[src/logic/pfp_params.svh]
`ifndef PFP_PARAMS_SVH
`define PFP_PARAMS_SVH
// register byte offsets
`define PFP_OFS_CTRL     10'h000
`define PFP_OFS_STATUS   10'h004
`define PFP_OFS_CNT_CLR  10'h008
`define PFP_OFS_REM_ALM  10'h00c
`define PFP_OFS_REM_TRP  10'h010
`define PFP_OFS_RAT_ALM  10'h014
`define PFP_OFS_RAT_TRP  10'h018
`define PFP_OFS_EXP_TIM  10'h01c
`define PFP_OFS_PRE_PF   10'h020
`define PFP_OFS_REC_IDX  10'h024
`define PFP_OFS_REC_TIM  10'h028
`define PFP_OFS_REC_INF  10'h02c
`define PFP_OFS_CNT0     10'h040
`define PFP_OFS_GRP      2'h1
// control field positions
`define PFP_CTRL_MODE_LSB  0
`define PFP_CTRL_FEN_BIT   3
`define PFP_CTRL_FST_LSB   4
`define PFP_CTRL_SRC_LSB   8
// reset values
`define PFP_RST_TRIP_LVL   7'h50
`define PFP_RST_ALM_LVL    7'h5a
`define PFP_RST_AMODE      1'h1
`define PFP_RST_DLY        19'h00000
`define PFP_LVL_MIN        7'h05
`define PFP_LVL_MAX        7'h63
// reset ratio in tenths of a percent
`define PFP_RESET_RATIO    20'h00406
// timing in its own unit
`define PFP_CLK_NS         100
`define PFP_CYCLE_NS       5000000
`define PFP_MS_NS          1000000
`define PFP_NREC           12
`define PFP_NAVG           4
`endif

[src/logic/pfp_pkg.sv]
package pfp_pkg;
  typedef enum logic [2:0] {
    NODE_ON      = 3'h1,
    NODE_BLK     = 3'h2,
    NODE_TEST    = 3'h3,
    NODE_TESTBLK = 3'h4,
    NODE_OFF     = 3'h5
  } pfp_node_t;
  typedef enum logic [2:0] {
    COND_NORMAL  = 3'h0,
    COND_START   = 3'h1,
    COND_TRIP    = 3'h2,
    COND_BLOCKED = 3'h3,
    COND_ASTART  = 3'h4,
    COND_ALARM   = 3'h5
  } pfp_cond_t;
  typedef enum logic [1:0] {
    SRC_A = 2'h1,
    SRC_B = 2'h2
  } pfp_src_t;
  // output signal index used by events and counters
  typedef enum logic [2:0] {
    SIG_ASTART = 3'h0,
    SIG_ALARM  = 3'h1,
    SIG_START  = 3'h2,
    SIG_TRIP   = 3'h3,
    SIG_BLOCK  = 3'h4
  } pfp_sig_t;
endpackage

[src/logic/pfp_stage.sv]
`timescale 1ns/1ns
`include "pfp_params.svh"
// Function
// - eight setting groups, chosen by common selector
// - five outputs, ON/OFF events on each change
// - instant mode gives start and trip together
// - event time stamps in milliseconds
// - clearable counter per output event
// - power factor taken once per 5 ms
// - keep 20 ms averaged pre-fault power factor
// - node mode codes 1..5, On after reset
// - forcing overrides condition, codes 0..5
// - source select module a or b
// - general settings ignore group changes
// - pick-up below level, release above 103 %
// - mode 0 trip only, 1 trip and alarm
// - trip level 0.05..0.99, default 0.8
// - alarm level 0.05..0.99, default 0.9
// - start rises only when not blocked
// - condition indication codes 0..5
// - remaining time to alarm, 5 ms steps
// - signed remaining time to trip
// - ratio of measurement to alarm level
// - ratio to trip level, expected operating time
// - blocking sampled per cycle, gives blocked
// - definite delays on trip and reset
// - twelve records of start/trip/blocked ON
module pfp_stage #(
  parameter int CYCLE_CLKS = `PFP_CYCLE_NS / `PFP_CLK_NS,
  parameter int MS_CLKS    = `PFP_MS_NS / `PFP_CLK_NS
) (
  input  wire logic        REF_CLK,
  input  wire logic        RESETN,
  input  wire logic [2:0]  GROUP_SEL,
  input  wire logic [9:0]  PF_A,
  input  wire logic [9:0]  PF_B,
  input  wire logic        BLOCK_IN,
  input  wire logic [9:0]  REG_ADDR,
  input  wire logic [31:0] REG_WDATA,
  input  wire logic        REG_WR,
  input  wire logic        REG_RD,
  output logic      [31:0] REG_RDATA,
  output logic             ALARM_START,
  output logic             ALARM,
  output logic             START,
  output logic             TRIP,
  output logic             BLOCKED,
  output logic             EVT_VALID,
  output logic      [2:0]  EVT_SIG,
  output logic             EVT_ON,
  output logic      [31:0] EVT_TIME
);
  // general settings
  pfp_pkg::pfp_node_t node_q;
  logic               fen_q;
  pfp_pkg::pfp_cond_t fst_q;
  pfp_pkg::pfp_src_t  src_q;
  // per-group settings
  logic [6:0]  trip_lvl_q [8];
  logic [6:0]  alm_lvl_q  [8];
  logic        amode_q    [8];
  logic [18:0] trip_dly_q [8];
  logic [18:0] alm_dly_q  [8];
  logic [18:0] rst_dly_q  [8];
  // timebase
  logic [31:0] cyc_cnt_q;
  logic [31:0] ms_cnt_q;
  logic [31:0] ms_time_q;
  logic        tick;
  // protection state
  logic        trip_pu_q, alm_pu_q;
  logic [18:0] tcnt_q, acnt_q, rcnt_q;
  logic [4:0]  out_q;
  logic [4:0]  ev_pend_q, ev_val_q;
  logic [31:0] ev_time_q;
  logic [15:0] cnt_q [5];
  logic [4:0]  cnt_clr;
  logic [9:0]  hist_q [`PFP_NAVG];
  logic [9:0]  pre_pf_q;
  logic [19:0] rem_alm_q, rem_trp_q;
  logic [16:0] rat_alm_q, rat_trp_q;
  logic [3:0]  rec_idx_q, rec_wp_q;
  logic [31:0] rec_tim_q [`PFP_NREC];
  logic [15:0] rec_inf_q [`PFP_NREC];
  logic [3:0]  rec_rd_q;

  // live quantities for the current cycle
  logic [9:0]  pf;
  logic [6:0]  tl, al;
  logic        amode, en, bmode, blk;
  logic        trip_pu_d, alm_pu_d, trip_ok, alm_ok;
  logic [18:0] tdly, adly, rdly;
  logic        start_d, trip_d, as_d, alarm_d, blocked_d;
  logic [4:0]  out_d;
  logic [11:0] avg_sum;
  logic [2:0]  g;
  logic        wr_grp;

  assign tick   = (cyc_cnt_q == 32'(CYCLE_CLKS - 1));
  assign g      = GROUP_SEL;
  assign wr_grp = REG_WR & (REG_ADDR[9:8] == `PFP_OFS_GRP);
  assign cnt_clr = (REG_WR && REG_ADDR == `PFP_OFS_CNT_CLR) ? REG_WDATA[4:0] : 5'h00;

  // 5 ms processing cycle and 1 ms time stamp base
  always_ff @(posedge REF_CLK or negedge RESETN) begin
    if (!RESETN) begin
      cyc_cnt_q <= 32'h0;
      ms_cnt_q  <= 32'h0;
      ms_time_q <= 32'h0;
    end else begin
      cyc_cnt_q <= tick ? 32'h0 : cyc_cnt_q + 32'h1;
      if (ms_cnt_q == 32'(MS_CLKS - 1)) begin
        ms_cnt_q  <= 32'h0;
        ms_time_q <= ms_time_q + 32'h1;
      end else begin
        ms_cnt_q <= ms_cnt_q + 32'h1;
      end
    end
  end

  // general settings; untouched by group selection
  always_ff @(posedge REF_CLK or negedge RESETN) begin
    if (!RESETN) begin
      node_q <= pfp_pkg::NODE_ON;
      fen_q  <= 1'b0;
      fst_q  <= pfp_pkg::COND_NORMAL;
      src_q  <= pfp_pkg::SRC_A;
    end else if (REG_WR && REG_ADDR == `PFP_OFS_CTRL) begin
      if (REG_WDATA[2:0] >= 3'h1 && REG_WDATA[2:0] <= 3'h5)
        node_q <= pfp_pkg::pfp_node_t'(REG_WDATA[2:0]);
      fen_q <= REG_WDATA[`PFP_CTRL_FEN_BIT];
      if (REG_WDATA[6:4] <= 3'h5)
        fst_q <= pfp_pkg::pfp_cond_t'(REG_WDATA[6:4]);
      if (REG_WDATA[9:8] == 2'h1 || REG_WDATA[9:8] == 2'h2)
        src_q <= pfp_pkg::pfp_src_t'(REG_WDATA[9:8]);
    end
  end

  // eight setting groups; levels clamped into the settable range
  genvar gi;
  generate
    for (gi = 0; gi < 8; gi++) begin : g_grp
      always_ff @(posedge REF_CLK or negedge RESETN) begin
        if (!RESETN) begin
          trip_lvl_q[gi] <= `PFP_RST_TRIP_LVL;
          alm_lvl_q[gi]  <= `PFP_RST_ALM_LVL;
          amode_q[gi]    <= `PFP_RST_AMODE;
          trip_dly_q[gi] <= `PFP_RST_DLY;
          alm_dly_q[gi]  <= `PFP_RST_DLY;
          rst_dly_q[gi]  <= `PFP_RST_DLY;
        end else if (wr_grp && REG_ADDR[6:4] == 3'(gi)) begin
          unique case (REG_ADDR[3:2])
            2'h0: begin
              trip_lvl_q[gi] <= (REG_WDATA[6:0] < `PFP_LVL_MIN) ? `PFP_LVL_MIN :
                                (REG_WDATA[6:0] > `PFP_LVL_MAX) ? `PFP_LVL_MAX : REG_WDATA[6:0];
              alm_lvl_q[gi]  <= (REG_WDATA[14:8] < `PFP_LVL_MIN) ? `PFP_LVL_MIN :
                                (REG_WDATA[14:8] > `PFP_LVL_MAX) ? `PFP_LVL_MAX : REG_WDATA[14:8];
              amode_q[gi]    <= REG_WDATA[16];
            end
            2'h1: trip_dly_q[gi] <= REG_WDATA[18:0];
            2'h2: alm_dly_q[gi]  <= REG_WDATA[18:0];
            2'h3: rst_dly_q[gi]  <= REG_WDATA[18:0];
          endcase
        end
      end
    end
  endgenerate

  // pick-up comparison with built-in reset ratio, blocking and delays
  always_comb begin
    pf    = (src_q == pfp_pkg::SRC_B) ? PF_B : PF_A;
    tl    = trip_lvl_q[g];
    al    = alm_lvl_q[g];
    amode = amode_q[g];
    tdly  = trip_dly_q[g];
    adly  = alm_dly_q[g];
    rdly  = rst_dly_q[g];
    en    = (node_q == pfp_pkg::NODE_ON) || (node_q == pfp_pkg::NODE_TEST);
    bmode = (node_q == pfp_pkg::NODE_BLK) || (node_q == pfp_pkg::NODE_TESTBLK);
    blk   = BLOCK_IN | bmode;
    // pf in thousandths, levels in hundredths
    trip_pu_d = trip_pu_q ? (20'(pf) * 20'd100 <= 20'(tl) * `PFP_RESET_RATIO)
                          : (20'(pf) < 20'(tl) * 20'd10);
    alm_pu_d  = alm_pu_q ? (20'(pf) * 20'd100 <= 20'(al) * `PFP_RESET_RATIO)
                         : (20'(pf) < 20'(al) * 20'd10);
    trip_pu_d = trip_pu_d & (en | bmode);
    alm_pu_d  = alm_pu_d & amode & (en | bmode);
    trip_ok   = trip_pu_d & ~blk & en;
    alm_ok    = alm_pu_d & ~blk & en;
    // start holds through the reset delay after pick-up goes away
    start_d   = trip_ok | (out_q[pfp_pkg::SIG_START] & (rcnt_q < rdly));
    trip_d    = trip_ok & (tcnt_q >= tdly);
    as_d      = alm_ok;
    alarm_d   = alm_ok & (acnt_q >= adly);
    blocked_d = (blk & (trip_pu_d | alm_pu_d)) | bmode;
    out_d     = {blocked_d, trip_d, start_d, alarm_d, as_d};
    if (node_q == pfp_pkg::NODE_OFF)
      out_d = 5'h00;
    if (fen_q) begin
      unique case (fst_q)
        pfp_pkg::COND_START:   out_d = 5'h04;
        pfp_pkg::COND_TRIP:    out_d = 5'h0c;
        pfp_pkg::COND_BLOCKED: out_d = 5'h10;
        pfp_pkg::COND_ASTART:  out_d = 5'h01;
        pfp_pkg::COND_ALARM:   out_d = 5'h03;
        default:               out_d = 5'h00;
      endcase
    end
  end

  // pick-up memory and definite time counters, advanced once per cycle
  always_ff @(posedge REF_CLK or negedge RESETN) begin
    if (!RESETN) begin
      trip_pu_q <= 1'b0;
      alm_pu_q  <= 1'b0;
      tcnt_q    <= 19'h0;
      acnt_q    <= 19'h0;
      rcnt_q    <= 19'h0;
      out_q     <= 5'h00;
    end else if (tick) begin
      trip_pu_q <= trip_pu_d;
      alm_pu_q  <= alm_pu_d;
      tcnt_q    <= trip_ok ? ((tcnt_q == '1) ? tcnt_q : tcnt_q + 19'h1) : 19'h0;
      acnt_q    <= alm_ok ? ((acnt_q == '1) ? acnt_q : acnt_q + 19'h1) : 19'h0;
      rcnt_q    <= (trip_ok || !out_q[pfp_pkg::SIG_START]) ? 19'h0 : rcnt_q + 19'h1;
      out_q     <= out_d;
    end
  end

  assign avg_sum = 12'(hist_q[0]) + 12'(hist_q[1]) + 12'(hist_q[2]) + 12'(hist_q[3]);

  // info values: remaining times, ratios, pre-fault average
  always_ff @(posedge REF_CLK or negedge RESETN) begin
    if (!RESETN) begin
      for (int i = 0; i < `PFP_NAVG; i++)
        hist_q[i] <= 10'h0;
      pre_pf_q  <= 10'h0;
      rem_alm_q <= 20'h0;
      rem_trp_q <= 20'h0;
      rat_alm_q <= 17'h0;
      rat_trp_q <= 17'h0;
    end else if (tick) begin
      hist_q[0] <= pf;
      for (int i = 1; i < `PFP_NAVG; i++)
        hist_q[i] <= hist_q[i-1];
      // average of the four cycles before this one
      pre_pf_q  <= avg_sum[11:2];
      // time to alarm never goes below zero; only the trip side is signed
      rem_alm_q <= (alm_ok && acnt_q < adly) ? 20'(adly) - 20'(acnt_q) : 20'h0;
      rem_trp_q <= trip_ok ? 20'(tdly) - 20'(tcnt_q) : 20'h0;
      // divider only settles once per cycle; levels are never zero
      rat_alm_q <= 17'((20'(pf) * 20'd10) / 20'(al));
      rat_trp_q <= 17'((20'(pf) * 20'd10) / 20'(tl));
    end
  end

  // event queue: changes caught at a tick share one stamp, sent one per clock
  always_ff @(posedge REF_CLK or negedge RESETN) begin
    if (!RESETN) begin
      ev_pend_q <= 5'h00;
      ev_val_q  <= 5'h00;
      ev_time_q <= 32'h0;
      EVT_VALID <= 1'b0;
      EVT_SIG   <= 3'h0;
      EVT_ON    <= 1'b0;
      EVT_TIME  <= 32'h0;
    end else begin
      EVT_VALID <= 1'b0;
      if (tick) begin
        ev_pend_q <= out_d ^ out_q;
        ev_val_q  <= out_d;
        ev_time_q <= ms_time_q;
      end else if (ev_pend_q != 5'h00) begin
        for (int i = 4; i >= 0; i--) begin
          if (ev_pend_q[i]) begin
            EVT_SIG <= 3'(i);
            EVT_ON  <= ev_val_q[i];
          end
        end
        EVT_VALID <= 1'b1;
        EVT_TIME  <= ev_time_q;
        ev_pend_q <= ev_pend_q & (ev_pend_q - 5'h01);
      end
    end
  end

  // cumulative ON counters; a count in the clearing cycle survives as one
  generate
    for (gi = 0; gi < 5; gi++) begin : g_cnt
      always_ff @(posedge REF_CLK or negedge RESETN) begin
        if (!RESETN)
          cnt_q[gi] <= 16'h0;
        else if (tick && out_d[gi] && !out_q[gi])
          cnt_q[gi] <= cnt_clr[gi] ? 16'h1 : cnt_q[gi] + 16'h1;
        else if (cnt_clr[gi])
          cnt_q[gi] <= 16'h0;
      end
    end
  endgenerate

  // twelve-deep ring of ON records for start, trip and blocked
  always_ff @(posedge REF_CLK or negedge RESETN) begin
    if (!RESETN) begin
      rec_wp_q <= 4'h0;
      for (int i = 0; i < `PFP_NREC; i++) begin
        rec_tim_q[i] <= 32'h0;
        rec_inf_q[i] <= 16'h0;
      end
    end else if (tick && (out_d[4:2] & ~out_q[4:2]) != 3'h0) begin
      rec_tim_q[rec_wp_q] <= ms_time_q;
      rec_inf_q[rec_wp_q] <= {g, (out_d[3] & !out_q[3]) ? pfp_pkg::SIG_TRIP :
                              (out_d[2] & !out_q[2]) ? pfp_pkg::SIG_START : pfp_pkg::SIG_BLOCK,
                              avg_sum[11:2]};
      rec_wp_q <= (rec_wp_q == 4'(`PFP_NREC - 1)) ? 4'h0 : rec_wp_q + 4'h1;
    end
  end

  // output flops and record index register
  always_ff @(posedge REF_CLK or negedge RESETN) begin
    if (!RESETN) begin
      {BLOCKED, TRIP, START, ALARM, ALARM_START} <= 5'h00;
      rec_idx_q <= 4'h0;
    end else begin
      {BLOCKED, TRIP, START, ALARM, ALARM_START} <= (tick) ? out_d : out_q;
      if (REG_WR && REG_ADDR == `PFP_OFS_REC_IDX && REG_WDATA[3:0] < 4'(`PFP_NREC))
        rec_idx_q <= REG_WDATA[3:0];
    end
  end

  assign rec_rd_q = rec_idx_q;

  // read port; data stand in the cycle after the strobe only
  always_ff @(posedge REF_CLK or negedge RESETN) begin
    if (!RESETN) begin
      REG_RDATA <= 32'h0;
    end else if (!REG_RD) begin
      REG_RDATA <= 32'h0;
    end else if (REG_ADDR[9:8] == `PFP_OFS_GRP) begin
      unique case (REG_ADDR[3:2])
        2'h0: REG_RDATA <= {15'h0, amode_q[REG_ADDR[6:4]], 1'b0, alm_lvl_q[REG_ADDR[6:4]],
                            1'b0, trip_lvl_q[REG_ADDR[6:4]]};
        2'h1: REG_RDATA <= {13'h0, trip_dly_q[REG_ADDR[6:4]]};
        2'h2: REG_RDATA <= {13'h0, alm_dly_q[REG_ADDR[6:4]]};
        2'h3: REG_RDATA <= {13'h0, rst_dly_q[REG_ADDR[6:4]]};
      endcase
    end else begin
      REG_RDATA <= 32'h0;
      case (REG_ADDR)
        `PFP_OFS_CTRL:    REG_RDATA <= {22'h0, src_q, 1'b0, fst_q, fen_q, node_q};
        `PFP_OFS_STATUS:  REG_RDATA <= {19'h0, out_q, 5'h0,
                                        out_q[3] ? pfp_pkg::COND_TRIP :
                                        out_q[1] ? pfp_pkg::COND_ALARM :
                                        out_q[2] ? pfp_pkg::COND_START :
                                        out_q[0] ? pfp_pkg::COND_ASTART :
                                        out_q[4] ? pfp_pkg::COND_BLOCKED : pfp_pkg::COND_NORMAL};
        `PFP_OFS_REM_ALM: REG_RDATA <= {12'h0, rem_alm_q};
        `PFP_OFS_REM_TRP: REG_RDATA <= {{12{rem_trp_q[19]}}, rem_trp_q};
        `PFP_OFS_RAT_ALM: REG_RDATA <= {15'h0, rat_alm_q};
        `PFP_OFS_RAT_TRP: REG_RDATA <= {15'h0, rat_trp_q};
        `PFP_OFS_EXP_TIM: REG_RDATA <= {13'h0, tdly};
        `PFP_OFS_PRE_PF:  REG_RDATA <= {22'h0, pre_pf_q};
        `PFP_OFS_REC_IDX: REG_RDATA <= {24'h0, rec_wp_q, rec_idx_q};
        `PFP_OFS_REC_TIM: REG_RDATA <= rec_tim_q[rec_rd_q];
        `PFP_OFS_REC_INF: REG_RDATA <= {16'h0, rec_inf_q[rec_rd_q]};
        default: begin
          for (int i = 0; i < 5; i++)
            if (REG_ADDR == `PFP_OFS_CNT0 + 10'(4 * i))
              REG_RDATA <= {16'h0, cnt_q[i]};
        end
      endcase
    end
  end

endmodule // pfp_stage

[config.mk]
export PLATFORM = sky130hd
export DESIGN_NAME = pfp_stage
export DESIGN_NICKNAME = d
export VERILOG_FILES = /design/src/logic/pfp_pkg.sv /design/src/logic/pfp_stage.sv
export VERILOG_INCLUDE_DIRS = /design/src /design/src/logic
export SDC_FILE = /design/constraint.sdc
export NUM_CORES = 2
export LEC_CHECK = 0
export ABC_AREA = 1
export BUFFER_PORTS_ARGS = -buffer_cell sky130_fd_sc_hd__buf_4
export CORE_MARGIN = 2
export CORE_UTILIZATION = 45
export CTS_BUF_LIST = sky130_fd_sc_hd__clkbuf_2 sky130_fd_sc_hd__clkbuf_4 sky130_fd_sc_hd__clkbuf_8
export DETAILED_ROUTE_END_ITERATION = 16
export PLACE_DENSITY_LB_ADDON = 0.15
export REMOVE_ABC_BUFFERS = 1
export SYNTH_ARGS = -nofsm -noshare
export SYNTH_HDL_FRONTEND = slang
export SYNTH_SLANG_ARGS = --single-unit
[constraint.sdc]
create_clock -name REF_CLK -period 95.3 [get_ports REF_CLK]
set_clock_uncertainty 0.1 [all_clocks]
set_input_delay 14.295 -clock REF_CLK [delete_from_list [all_inputs] [get_ports REF_CLK]]
set_output_delay 14.295 -clock REF_CLK [all_outputs]
set_load 0.005 [all_outputs]
==> metrics <==
status=complete, no violations; # resized after CTS=0; Setup violations, final=0; most frequent cells in the layout=nand2_1 (2867), o21ai_0 (2190), dfrtp_1 (1580); IO Count=144; final hold vios=0; # DRC=0; post-synthesis instance total=13140; Post-Place Cell Area=0.1039 sq mm; Setup TNS Final=0 ns; Core Box Area=0.2221 sq mm; die height=476.3 microns; most common cell after layout, fill and taps aside=nand2_1; CP max-delay cell=nor3_2; postcts setup bufs=0; clk_lat worst skew=1.06 ns; total wire length=356.5 mm; Die W=476.3 microns; crit start category=primary input; largest net degree at the start of global routing=149; Crit path largest cell delay=0.68 ns; CP delay by family, top=compound AO/OA/AOI/OAI gates; post-route clock period utilization=58.96%; CTS tree=built; via/cell ratio=5.805; CTS root buffer=clkbuf_8; crit-path max FO=108; antenna violations before repair=18; WP buf/inv=49; routed via count=94070; Async SR Flop Fraction=100.0%; CTS buffer count=299; Starting Density=45.20%; CTS HTree Levels=5; Yosys reg bits=1640; Synth Area per Inst=7.642 sq um; worst endpoint required time=96.11 ns; Final Util=49.54%; drt wl/cell=22.00 microns; Fillers=21800; CTS clk-pin slew, worst paths=0.06 ns; Layout area overhead=9.606%; DR pass1 iterations=7; critical path class=primary input to flop; final instance area=0.1100 sq mm; ANT nets after route=0; Hold WC Path Type=flop to flop; total track usage=30.57%; area of the multi-input gates=0.05210 sq mm; number of enable flip-flop cells after synthesis=0; post-DP HPWL=232.6 mm; RSZ-0062 raised after global routing=false; Max Cap Viol=0; PortBufs=130; fin nets=13610; register area share after synthesis=40.96%; Final Slew Violations=0; CTS max path bufs=4; Primary FF master, synth=dfrtp_1; Worst path most repeated cell=inv_1; GPL Wtd Cong=0.9986; Synth Cell Area=0.1004 sq mm; post-synth top area share=39.44%; Register Area=0.04112 sq mm; slew margin rel.=12.23%; vias in the first global route=89420; crit end category=flop; Iter 0 DRT Violations=9920; worst slew pin tran=1.313 ns; gr ovfl total=0; Tmin final=56.19 ns; clk sink count=1640; first-pass GRT wire length=542.9 mm; die footprint=0.2269 sq mm; Yosys top cell by area=dfrtp_1; YS warnings=0; Worst EP arrival=57.01 ns; CTS Hold Bufs=0; Synth cell types=89; Synth area leaders=dfrtp_1 (39%), o21ai_0 (11%), nand2_1 (11%); Fmax=0.01780 GHz; ratio of cells with drive above 1 in the final layout=9.410%; row cnt=173
-- Yosys cell counts, types with 44 or more instances --
master,number
ha_1,487
nor2_1,1072
a31oi_1,58
o31ai_1,47
xnor2_1,94
o21bai_1,46
buf_1,44
a21oi_1,483
a22oi_1,159
o22ai_1,257
clkbuf_1,663
o21ai_0,2191
dfrtp_1,1582
dfstp_2,58
inv_1,1120
xor2_1,213
nand3_2,45
nand3_1,525
nand2_2,70
nor3_1,150
nand4_1,169
nand2_1,2881
a221oi_1,53
o211ai_1,66
-- flip-flops by register name, indices dropped and copies added (netlist names), 20 cells and up --
register	flops
REG_RDATA	32
rem_trp_q	20
ms_cnt_q	32
ms_time_q	32
ev_time_q	32
EVT_TIME	32
rst_dly_q	152
alm_dly_q	152
cnt_q	80
trip_lvl_q	56
rem_alm_q	20
trip_dly_q	152
rec_inf_q	192
alm_lvl_q	56
rec_tim_q	384
hist_q	40
cyc_cnt_q	32
-- metrics by stage --
step                      hold WS [ns]  std cells  setup WS (ns)
after global placement          0.3458      15690          39.14
after global routing            0.3898      16200          34.24
after floorplan                 0.3329      12400          43.76
final                           0.3581      16200          39.11
after CTS                       0.3615      16200          39.35
after detailed placement        0.3533      15690          38.41
-- worst register-to-register path, delay by kind of cell (launching register included) --
family | cells | cell delay, ns
compound gates | 78 | 14.36
flops | 1 | 0.67
fa+ha+maj | 19 | 6.07
simple gates | 98 | 14.46
xor+xnor | 1 | 0.64
buf+inv | 44 | 6.17
-- final cells by class --
cell class / instances / share of cell area, %
inverters: 1175 / 4.042
clock buffers: 469 / 5.332
flip-flops and latches: 1640 / 37.37
well taps: 2975 / 3.383
clock inverters: 32 / 0.2491
diodes: 9 / 0.02047
multi-input cells: 9581 / 47.35
repair buffers: 323 / 2.248
-- worst paths after layout --
check	start	slack (ns)	cells past startpoint	to
worst min register to register	cyc_cnt_q[0]	0.36	1	cyc_cnt_q[0]
worst max register to register	src_q[0]	52.62	240	rat_alm_q[0]
min in group asynchronous	RESETN	13.03	1	ms_cnt_q[10]
worst min-delay path	cyc_cnt_q[0]	0.36	1	cyc_cnt_q[0]
max in group asynchronous	RESETN	77.38	6	rat_alm_q[11]
worst max-delay path	GROUP_SEL[0]	39.11	250	rat_alm_q[0]
-- kinds of logic (layout without fill, tap and decap cells) --
group	count (synthesis)	count (layout)	synth area share (%)
AOI/OAI and AO/OA	3600	3600	20.13
xor gates and xnor gates	307	307	2.679
adders and majority gates	517	517	6.669
buffers and inverters	1923	1999	7.405
DFF	1640	1640	40.96
muxes	1	1	0.009972
other	1	19	0.003736
and+or+nand+nor	5146	5146	22.15
-- metal layers --
| metal | track usage, % | vias up | part of all wire, % |
|---|---|---|---|
| met5 | 0 | - | 0.023 |
| met4 | 14.35 | 12 | 4.9 |
| met3 | 4.821 | 815 | 7.6 |
| met2 | 47.67 | 3913 | 44 |
| met1 | 41.60 | 45300 | 43 |
| li1 | - | 44030 | - |
Power is left out: the tool's default activity adds up to more than one toggle a clock period on the data nets, which glitch-free logic cannot reach.
